--- src/logic/hoos_pkg.sv ---
// Package with register map, field layout and timing constants of the home offset block.
`default_nettype none
package hoos_pkg;
	localparam int POS_W = 32;
	localparam logic [11:0] ADDR_OFFSET = 12'h000;
	localparam logic [11:0] ADDR_CTRL = 12'h004;
	localparam logic [11:0] ADDR_STATUS = 12'h008;
	localparam logic [11:0] ADDR_MAX_POSITION_LIMIT = 12'h00C;
	localparam logic [11:0] ADDR_SAVED = 12'h010;
	localparam logic [11:0] ADDR_CMDPOS = 12'h014;
	localparam logic [11:0] ADDR_MOTION = 12'h018;
	localparam int CTRL_SAVE_BIT = 0;
	localparam int CTRL_SEEK_NEG_BIT = 1;
	localparam int CTRL_SEEK_POS_BIT = 2;
	localparam int CTRL_OUT_EN_BIT = 3;
	localparam int CTRL_LOAD_BIT = 4;
	localparam logic [31:0] OFFSET_RESET = 32'h00000000;
	localparam logic [31:0] MAX_POSITION_LIMIT_RESET = 32'h7FFFFFFF;
	localparam logic [31:0] MOTION_RESET = 32'h0A0A0A0A;
	localparam int STEP_NS = 1000;
	localparam int CLK_NS = 25;
	localparam int STEP_CYC = (STEP_NS + CLK_NS - 1) / CLK_NS;
	typedef struct packed {
		logic [7:0] start_velocity;
		logic [7:0] running_velocity;
		logic [7:0] accel_time;
		logic [7:0] decel_time;
	} hoos_motion_type;
	typedef enum logic [2:0] {
		ST_IDLE, ST_SEEK, ST_OFFSET, ST_ORIGIN, ST_DONE
	} hoos_state_type;
endpackage
`default_nettype wire

--- src/logic/hoos_mover.sv ---
// Trapezoidal step mover that walks a signed distance with a rate profile.
`timescale 1ns/1ps
`default_nettype none
module hoos_mover (
	input wire logic pclk,
	input wire logic presetn,
	input wire logic start,
	input wire logic signed [31:0] distance,
	input wire hoos_pkg::hoos_motion_type motion,
	output logic busy,
	output logic step,
	output logic dir
);
	logic [31:0] remain_ff, nxt_remain;
	logic [15:0] tick_ff, nxt_tick;
	logic [15:0] period_ff, nxt_period;
	logic busy_ff, nxt_busy, step_ff, nxt_step, dir_ff, nxt_dir;

	// Period shrinks from start to running rate while accelerating.
	always_comb begin
		nxt_remain = remain_ff;
		nxt_tick = tick_ff;
		nxt_period = period_ff;
		nxt_busy = busy_ff;
		nxt_step = 1'b0;
		nxt_dir = dir_ff;
		if (start && !busy_ff) begin
			nxt_dir = distance[31];
			nxt_remain = distance[31] ? 32'(-distance) : distance;
			nxt_busy = (distance != 32'h00000000);
			nxt_period = {motion.start_velocity, motion.accel_time};
			nxt_tick = 16'h0000;
		end else if (busy_ff) begin
			if (tick_ff >= period_ff) begin
				nxt_tick = 16'h0000;
				nxt_step = 1'b1;
				nxt_remain = remain_ff - 32'h00000001;
				if (remain_ff == 32'h00000001) begin
					nxt_busy = 1'b0;
				end
				if (remain_ff <= 32'(motion.decel_time)) begin
					nxt_period = period_ff + 16'h0001;
				end else if (period_ff > {8'h00, motion.running_velocity}) begin
					nxt_period = period_ff - 16'h0001;
				end
			end else begin
				nxt_tick = tick_ff + 16'(hoos_pkg::STEP_CYC / hoos_pkg::STEP_CYC);
			end
		end
	end

	always_ff @(posedge pclk or negedge presetn) begin
		if (!presetn) begin
			remain_ff <= 32'h00000000;
			tick_ff <= 16'h0000;
			period_ff <= 16'h0000;
			busy_ff <= 1'b0;
			step_ff <= 1'b0;
			dir_ff <= 1'b0;
		end else begin
			remain_ff <= nxt_remain;
			tick_ff <= nxt_tick;
			period_ff <= nxt_period;
			busy_ff <= nxt_busy;
			step_ff <= nxt_step;
			dir_ff <= nxt_dir;
		end
	end

	assign busy = busy_ff;
	assign step = step_ff;
	assign dir = dir_ff;
endmodule
`default_nettype wire

--- src/logic/hoos_top.sv ---
// Home offset origin set block with an APB register slave.
// Function
// - Offset readable and writable from every source
// - Writes act now; save command persists them
// - Power up loads default; load bit restores saved value
// - After valid home, move by offset
// - Then load zero into commanded position
// - Then set homing complete flag and output
// - Offset move uses configured motion parameters
// - Default offset zero; origin at home
`timescale 1ns/1ps
`default_nettype none
module hoos_top (
	input wire logic pclk,
	input wire logic presetn,
	input wire logic psel,
	input wire logic penable,
	input wire logic pwrite,
	input wire logic [11:0] paddr,
	input wire logic [31:0] pwdata,
	output logic [31:0] prdata,
	output logic pready,
	output logic pslverr,
	input wire logic home_input_state,
	input wire logic seek_step_done,
	output logic homing_complete_output,
	output logic homing_complete_flag,
	output logic motor_step,
	output logic motor_dir,
	output logic seek_active,
	output logic seek_dir_positive
);
	logic [2:0] home_sync_ff;
	logic [31:0] offset_ff, nxt_offset;
	logic [31:0] saved_ff, nxt_saved;
	logic saved_valid_ff, nxt_saved_valid;
	logic [31:0] max_position_limit_ff, nxt_max_position_limit;
	logic [31:0] motion_ff, nxt_motion;
	logic [31:0] cmdpos_ff, nxt_cmdpos;
	logic [31:0] prdata_ff, nxt_prdata;
	logic pslverr_ff, nxt_pslverr;
	logic out_en_ff, nxt_out_en;
	logic flag_ff, nxt_flag;
	logic hout_ff, nxt_hout;
	logic seekdir_ff, nxt_seekdir;
	logic init_ff;
	logic move_start;
	logic mv_busy, mv_step, mv_dir;
	logic wr_acc, rd_acc, in_range, home_seen;
	logic acc_first, wr_err;
	logic pready_ff, nxt_pready;
	logic seek_ff, nxt_seek;
	hoos_pkg::hoos_state_type st_ff, nxt_st;
	hoos_pkg::hoos_motion_type motion_cfg;

	// Errors and read data are judged on the first access edge so that they
	// stand with pready; a write lands only on the edge that sees pready.
	assign acc_first = psel && penable && !pready_ff;
	assign wr_acc = psel && penable && pwrite && pready_ff;
	assign rd_acc = acc_first && !pwrite;
	assign home_seen = home_sync_ff[1] && !home_sync_ff[2];
	assign motion_cfg = hoos_pkg::hoos_motion_type'(motion_ff);

	// Signed range check against the configured position limit.
	always_comb begin
		in_range = ($signed(pwdata) <= $signed(max_position_limit_ff)) &&
			($signed(pwdata) >= -$signed(max_position_limit_ff));
	end

	// Writes to read-only words are ignored quietly; unmapped words fail.
	always_comb begin
		wr_err = 1'b0;
		case (paddr)
			hoos_pkg::ADDR_OFFSET: wr_err = !in_range;
			hoos_pkg::ADDR_CTRL, hoos_pkg::ADDR_STATUS, hoos_pkg::ADDR_MAX_POSITION_LIMIT,
			hoos_pkg::ADDR_SAVED, hoos_pkg::ADDR_CMDPOS,
			hoos_pkg::ADDR_MOTION: wr_err = 1'b0;
			default: wr_err = 1'b1;
		endcase
	end

	// Register file and save store; the save register stands in for NVM.
	always_comb begin
		nxt_offset = offset_ff;
		nxt_saved = saved_ff;
		nxt_saved_valid = saved_valid_ff;
		nxt_max_position_limit = max_position_limit_ff;
		nxt_motion = motion_ff;
		nxt_out_en = out_en_ff;
		nxt_pslverr = 1'b0;
		nxt_prdata = 32'h00000000;
		nxt_pready = psel && penable && !pready_ff;
		if (!init_ff) begin
			nxt_offset = saved_valid_ff ? saved_ff : hoos_pkg::OFFSET_RESET;
		end else if (wr_acc) begin
			case (paddr)
				hoos_pkg::ADDR_OFFSET: begin
					if (in_range) begin
						nxt_offset = pwdata;
					end
				end
				hoos_pkg::ADDR_CTRL: begin
					nxt_out_en = pwdata[hoos_pkg::CTRL_OUT_EN_BIT];
					if (pwdata[hoos_pkg::CTRL_SAVE_BIT]) begin
						nxt_saved = offset_ff;
						nxt_saved_valid = 1'b1;
					end
					if (pwdata[hoos_pkg::CTRL_LOAD_BIT]) begin
						nxt_offset = saved_valid_ff ? saved_ff :
							hoos_pkg::OFFSET_RESET;
					end
				end
				hoos_pkg::ADDR_MAX_POSITION_LIMIT: nxt_max_position_limit = {1'b0, pwdata[30:0]};
				hoos_pkg::ADDR_MOTION: nxt_motion = pwdata;
				// Read-only and unmapped words take no write.
				default: begin
				end
			endcase
		end else if (rd_acc) begin
			case (paddr)
				hoos_pkg::ADDR_OFFSET: nxt_prdata = offset_ff;
				hoos_pkg::ADDR_CTRL: nxt_prdata = {28'h0000000, out_en_ff,
					3'b000};
				hoos_pkg::ADDR_STATUS: nxt_prdata = {26'h0000000, saved_valid_ff,
					mv_busy, seekdir_ff, seek_ff,
					hout_ff, flag_ff};
				hoos_pkg::ADDR_MAX_POSITION_LIMIT: nxt_prdata = max_position_limit_ff;
				hoos_pkg::ADDR_SAVED: nxt_prdata = saved_ff;
				hoos_pkg::ADDR_CMDPOS: nxt_prdata = cmdpos_ff;
				hoos_pkg::ADDR_MOTION: nxt_prdata = motion_ff;
				default: nxt_pslverr = 1'b1;
			endcase
		end else if (acc_first) begin
			nxt_pslverr = wr_err;
		end
	end

	// Homing sequence: seek, offset move, origin set, complete.
	always_comb begin
		nxt_st = st_ff;
		nxt_flag = flag_ff;
		nxt_cmdpos = cmdpos_ff;
		nxt_seekdir = seekdir_ff;
		move_start = 1'b0;
		if (mv_step) begin
			nxt_cmdpos = mv_dir ? cmdpos_ff - 32'h00000001 :
				cmdpos_ff + 32'h00000001;
		end
		case (st_ff)
			hoos_pkg::ST_IDLE: begin
				if (init_ff && wr_acc && paddr == hoos_pkg::ADDR_CTRL &&
					(pwdata[hoos_pkg::CTRL_SEEK_NEG_BIT] ||
					pwdata[hoos_pkg::CTRL_SEEK_POS_BIT])) begin
					nxt_seekdir = pwdata[hoos_pkg::CTRL_SEEK_POS_BIT];
					nxt_flag = 1'b0;
					nxt_st = hoos_pkg::ST_SEEK;
				end
			end
			hoos_pkg::ST_SEEK: begin
				if (home_seen || seek_step_done) begin
					nxt_st = hoos_pkg::ST_OFFSET;
				end
			end
			hoos_pkg::ST_OFFSET: begin
				move_start = 1'b1;
				nxt_st = hoos_pkg::ST_ORIGIN;
			end
			hoos_pkg::ST_ORIGIN: begin
				// A zero offset skips the move so the origin lands on home.
				if (!mv_busy && !move_start) begin
					nxt_cmdpos = 32'h00000000;
					nxt_st = hoos_pkg::ST_DONE;
				end
			end
			hoos_pkg::ST_DONE: begin
				nxt_flag = 1'b1;
				nxt_st = hoos_pkg::ST_IDLE;
			end
			default: nxt_st = hoos_pkg::ST_IDLE;
		endcase
		nxt_hout = nxt_flag && out_en_ff;
		nxt_seek = (nxt_st == hoos_pkg::ST_SEEK);
	end

	always_ff @(posedge pclk or negedge presetn) begin
		if (!presetn) begin
			home_sync_ff <= 3'b000;
			offset_ff <= hoos_pkg::OFFSET_RESET;
			saved_ff <= hoos_pkg::OFFSET_RESET;
			saved_valid_ff <= 1'b0;
			max_position_limit_ff <= hoos_pkg::MAX_POSITION_LIMIT_RESET;
			motion_ff <= hoos_pkg::MOTION_RESET;
			cmdpos_ff <= 32'h00000000;
			prdata_ff <= 32'h00000000;
			pslverr_ff <= 1'b0;
			out_en_ff <= 1'b0;
			flag_ff <= 1'b0;
			hout_ff <= 1'b0;
			seekdir_ff <= 1'b0;
			init_ff <= 1'b0;
			pready_ff <= 1'b0;
			seek_ff <= 1'b0;
			st_ff <= hoos_pkg::ST_IDLE;
		end else begin
			home_sync_ff <= {home_sync_ff[1:0], home_input_state};
			offset_ff <= nxt_offset;
			saved_ff <= nxt_saved;
			saved_valid_ff <= nxt_saved_valid;
			max_position_limit_ff <= nxt_max_position_limit;
			motion_ff <= nxt_motion;
			cmdpos_ff <= nxt_cmdpos;
			prdata_ff <= nxt_prdata;
			pslverr_ff <= nxt_pslverr;
			out_en_ff <= nxt_out_en;
			flag_ff <= nxt_flag;
			hout_ff <= nxt_hout;
			seekdir_ff <= nxt_seekdir;
			init_ff <= 1'b1;
			pready_ff <= nxt_pready;
			seek_ff <= nxt_seek;
			st_ff <= nxt_st;
		end
	end

	hoos_mover u_mover (
		.pclk(pclk),
		.presetn(presetn),
		.start(move_start),
		.distance(offset_ff),
		.motion(motion_cfg),
		.busy(mv_busy),
		.step(mv_step),
		.dir(mv_dir)
	);

	// Data and error are registered, so the answer needs one wait state.
	assign prdata = prdata_ff;
	assign pready = pready_ff;
	assign pslverr = pslverr_ff;
	assign homing_complete_output = hout_ff;
	assign homing_complete_flag = flag_ff;
	assign motor_step = mv_step;
	assign motor_dir = mv_dir;
	assign seek_active = seek_ff;
	assign seek_dir_positive = seekdir_ff;
endmodule
`default_nettype wire

--- config.mk ---
export PLATFORM = sky130hd
export DESIGN_NAME = hoos_top
export DESIGN_NICKNAME = d
export VERILOG_FILES = /design/src/logic/hoos_pkg.sv /design/src/logic/hoos_mover.sv /design/src/logic/hoos_top.sv
export SDC_FILE = /design/constraint.sdc
export NUM_CORES = 1
export LEC_CHECK = 0
export BUFFER_PORTS_ARGS = -buffer_cell sky130_fd_sc_hd__buf_2
export CAP_MARGIN = 10
export CORE_MARGIN = 2
export CORE_UTILIZATION = 50
export DETAILED_ROUTE_END_ITERATION = 10
export PLACE_DENSITY = 0.76
export RECOVER_POWER = 50
export SYNTH_ARGS = -nofsm -noshare
export SYNTH_HDL_FRONTEND = slang
export SYNTH_HIERARCHICAL = 1
export SYNTH_SLANG_ARGS = --single-unit
--- constraint.sdc ---
create_clock -name pclk -period 13.03 [get_ports pclk]
set_clock_uncertainty 0.05 [all_clocks]
set_input_delay 2.606 -clock pclk [delete_from_list [all_inputs] [get_ports pclk]]
set_output_delay 2.606 -clock pclk [all_outputs]
set_load 0.01 [all_outputs]
Yosys cells after proc, flatten, opt, wreduce, memory -nomap -nowiden
Cells that the tools add are included.
Word-level totals
  register bits after elaboration: 273
  input port bits: 51
  output and inout port bits: 40
  word-level logic and storage cells: 133
Cells by class
  $add $sub $neg: 8
  order comparisons: 5
  equal/unequal tests: 16
  muxes and demuxes: 46
  reductions and logical operators: 35
Operator list (count)
  $mux W32: 16
  $pmux W32 S7: 1
  $mux W16: 8
  $pmux W32 S2: 1
  $sub A32 B1 Y32 const B: 2
  $eq A12 B5 Y1 const B: 3
  $add A16 B1 Y16 const B: 2
  $add A32 B1 Y32 const B: 1
  $eq A32 B1 Y1 const B: 1
  $ge A32 B32 Y1: 1
  $le A32 B32 Y1: 1
  $le A32 B8 Y1: 1
  $neg A31 Y32: 1
  $neg A32 Y32: 1
  $reduce_bool A32 Y1: 1
  $eq A12 B4 Y1 const B: 2
  $ge A16 B16 Y1: 1
  $gt A16 B8 Y1: 1
  $sub A16 B1 Y16 const B: 1
  $mux W1: 14
  $eq A12 B3 Y1 const B: 1
  $logic_and A1 B1 Y1: 12
  $logic_not A12 Y1: 1
  $pmux W3 S4: 1
  other kinds (18): 35

Logic depth before layout (Yosys ltp)
  word-level depth: 9
  depth in mapped cells: 18
  depth with buffers taken out: 17

Cells and area by module
The synthesis kept the hierarchy.
Modules (own cells, without submodules)
  hoos_top: times used 1, cells an instance 1262, area each 12404.4 µm², seq. area each 5203.7 µm²
  hoos_mover: times used 1, cells an instance 668, area each 5535.3 µm², seq. area each 1676.6 µm²

Worst setup path before layout
No wires, ideal clock.
  path kind: input -> register
  start point: input port pwdata[31]
  end point: register offset_ff[2]
  setup time: 128 ps
  arrival time: 4731 ps
  required time: 12852 ps
  slack: 8122 ps
  stages on the path: 10
  cell sequence: ha_1 -> nand4_1 -> nor3_2 -> nand2_1 -> or4_1 -> o21ai_0 -> mux2i_1 -> o21a_4 -> buf_6 -> mux2_1
Between the ends
  cells in the longest elaborated chain, start to end: 4
  elaborated cells on any way between the ends: 5
  classes of those cells: order compare: 2; eq/ne: 1; reduce/logical: 2
Ends and longest elaborated chain
  start: declaration: line hoos_top.sv:20  | input wire logic [31:0] pwdata,
  $le A32 B32 Y1 or $ge A32 B32 Y1 (tied branches): line hoos_top.sv:66, hoos_top.sv:67
  $logic_and A1 B1 Y1 *: line hoos_top.sv:66  | in_range = ($signed(pwdata) <= $signed(max_position_limit_ff)) &&
  $ne A3 B3 Y1 (no source line) *
  $reduce_and A4 Y1 (no source line) *
  end signal: assignment: line hoos_top.sv:188  | offset_ff <= hoos_pkg::OFFSET_RESET;
  end signal: assignment: line hoos_top.sv:206  | offset_ff <= nxt_offset;
  end: declaration: line hoos_top.sv:34  | logic [31:0] offset_ff, nxt_offset;
Mark *: on every way between the ends. The rest lies on a longest branch, timed or not.
A chain may end at the register's enable or synchronous reset.

==> metrics <==
synth top area cells dfrtp_1 33%, ha_1 10%, dfstp_2 5.7%, nand2_1 4.7%, o21ai_0 4.2%; slowest library cell on the worst path clkbuf_1; flops & latches, synth ~270; CP Capture Type asynchronous set/reset pin; Syn Std Cell Area about 18000 µm²; CTS Buf Count 31; dpl cells about 2.4k; first-pass GRT wire length approximately 85000 µm; # diodes 0; vias per inst ~6.4; Critical Path RT about 13000 ps; number of global-route vias before repair roughly 16k; most common cell after layout, fill and taps aside dfrtp_1; Post-DRT Antenna Nets 0; maximum clock frequency roughly 150 MHz; via count about 16k; Syn Area/Cell between 9 and 10 µm²; maximum clock path buffer count 3; DRT Pass-1 Iters 6; Slew HR -1.667; status finished with violations; number of synthesized flops with an enable pin 0; reg2reg path depth 9; ys async rst share 1.000; Final period util 0.5062; drt initial violations 1386; root buf cell clkbuf_16; crit-path cells buf_8 > clkbuf_1; Final Hold Vio Count 0; hold buffer count at cts 0; Overall Power roughly 2.8 mW; Worst Setup EP saved_ff[21]$_DFFE_PN0P_; R2R Path End u_mover/period_ff[15]$_DFFE_PN0P_; Synth Flop Type dfrtp_1; # Post-CTS Setup Buffers 0; largest net degree at the start of global routing roughly 140; Crit Path Class input port to asynchronous set/reset pin; commonest cells after routing, fill and taps aside 234 x dfrtp_1, 226 x nand2_1, 153 x o21ai_0; Yosys warnings 6; io pins about 90; Crit path arrival time ~6300 ps; starting density of the core 0.5056; nets ~2.2k; Worst Setup SP presetn; final setup TNS 0 ps; P per Cell Area between 100 and 150 nW/µm²; Pleak a little under 9 nW; Worst Max-Slew Pin Slew between 4000 and 5000 ps; Reg2Reg Setup Slack ~7600 ps; total track usage 0.2816; failing checks capacitance limit, slew limit; worst-skew pair later-pin latency 600 ps; Area Growth Syn to Fin 10.53%; post-cts sizing count 0; Seq/Total Area, Yosys 0.3835; Slew Viols, Final between 200 and 250; Clock Sinks around 270; CTS clk-pin slew, worst paths 60 ps; Final Non-Filler Cells between 2k and 2.5k; core area between 30000 and 40000 µm²; FP Rows 69; Final setup viols 0; chip height 193.4 µm; GP Congestion 0.8957; r2r startpoint st_ff[2]$_DFF_PN0_; Congestion Overflow GR 0; minimum clock period between 6000 and 7000 ps; Bufs and invs on worst path 2; net count after synthesis between 2k and 2.5k; Residual DRC 0; initial antenna violation count 2; Setup crit start kind input port; die area ~37000 µm²; Yosys top cell area share 0.3264; Hold Path Class register to register; Synth Instances between 1.5k and 2k; CP top delay family buffers and inverters; Peak supply drop 142.3 µV; PortBufs 90; CTS tree yes; CP max stage delay 2880 ps; Levels on crit path 2; Netlist cell types 86; CP max FO about 130; final wirelength approximately 54000 µm; number of max-cap violations 4; cell taking the most area after synthesis dfrtp_1; H-tree levels 1; die width between 150 and 200 µm; detailed placer's ending HPWL around 38000 µm; layout cells sized above 1 0.1291; Avg WL per Cell between 20 and 25 µm; RSZ-0062 raised after global routing false
## area by class of cell
type | count | area (µm²)
Tap cell | 461 | 576.8
Inverter | 87 | 326.6
Fill cell | 3121 | 15650
Clock buffer | 46 | 892.1
Clock inverter | 11 | 177.7
Sequential cell | 273 | 6880
Multi-Input combinational cell | 1487 | 10430
Timing Repair Buffer | 110 | 548.0
## how the worst min path moves through the flow
stage	end	slack [ps]	cells past startpoint	start
after CTS	home_sync_ff[1]$_DFF_PN0_	310	0	home_sync_ff[0]$_DFF_PN0_
after global placement	home_sync_ff[1]$_DFF_PN0_	290	0	home_sync_ff[0]$_DFF_PN0_
after floorplan	home_sync_ff[1]$_DFF_PN0_	280	0	home_sync_ff[0]$_DFF_PN0_
after global routing	home_sync_ff[1]$_DFF_PN0_	330	0	home_sync_ff[0]$_DFF_PN0_
final	home_sync_ff[1]$_DFF_PN0_	310	0	home_sync_ff[0]$_DFF_PN0_
after detailed placement	home_sync_ff[1]$_DFF_PN0_	300	0	home_sync_ff[0]$_DFF_PN0_
## per-layer routing
layer	vias up	global-route usage	wire length, µm
li1	7221	-	-
met1	7779	0.3599	21400
met2	683	0.4533	25000
met3	188	0.05422	4016
met4	2	0.1496	3282
met5	-	0	18
## metrics by stage
step	area [µm²]	setup WS [ps]	utilization	hold slack, ps
after floorplan	17940	8122	-	281.2
after global placement	18830	7549	0.5306	291.3
after detailed placement	18830	7476	0.5306	295.2
after CTS	19900	7739	0.5607	308.8
after global routing	19830	5613	0.5588	326.9
final	19830	6435	0.5588	307.0
## flip-flops by register name, summed over array words and instances (netlist names), 3 cells and up
register,count
u_mover/tick_ff,16
saved_ff,32
st_ff,3
u_mover/period_ff,16
cmdpos_ff,32
offset_ff,32
home_sync_ff,3
u_mover/remain_ff,32
max_position_limit_ff,31
motion_cfg,32
prdata,32
## synthesized netlist by cell type, types with 8 or more instances
master / number
dfrtp_1: 234
nand2_1: 226
o21ai_0: 151
ha_1: 143
a21oi_1: 128
nor2_1: 95
inv_1: 85
xnor2_1: 69
clkbuf_1: 66
nand3_1: 65
mux2_2: 62
a22oi_1: 46
dfstp_2: 39
nor3_1: 33
mux2_1: 32
xor2_1: 32
nand4_1: 30
a21o_1: 28
a222oi_1: 24
a31oi_1: 23
a211oi_1: 21
mux2i_1: 20
nor4_1: 19
o31ai_1: 17
or3_1: 17
nand2b_1: 15
nor2b_1: 15
o211ai_1: 15
and3_1: 13
or2_2: 10
o21a_1: 9
or4_1: 9
buf_1: 8
nand4b_1: 8
## power by group
group | switching [mW] | internal, mW
registers | 0.131 | 0.950
logic | 0.461 | 0.324
clock network | 0.373 | 0.553
total | 0.965 | 1.83
## cells by family (layout without fill, tap and decap cells)
| logic type | Yosys count | count (layout) | synth area share |
|---|---|---|---|
| fa+ha+maj | 145 | 145 | 0.1020 |
| other cells | 1 | 1 | 0.0002090 |
| mux | 116 | 116 | 0.07184 |
| compound gates | 529 | 529 | 0.1905 |
| buf+inv | 170 | 254 | 0.03724 |
| simple gates | 595 | 595 | 0.1654 |
| flops | 273 | 273 | 0.3835 |
| xor+xnor | 101 | 101 | 0.04931 |
Power figures use the tool's default switching activity.
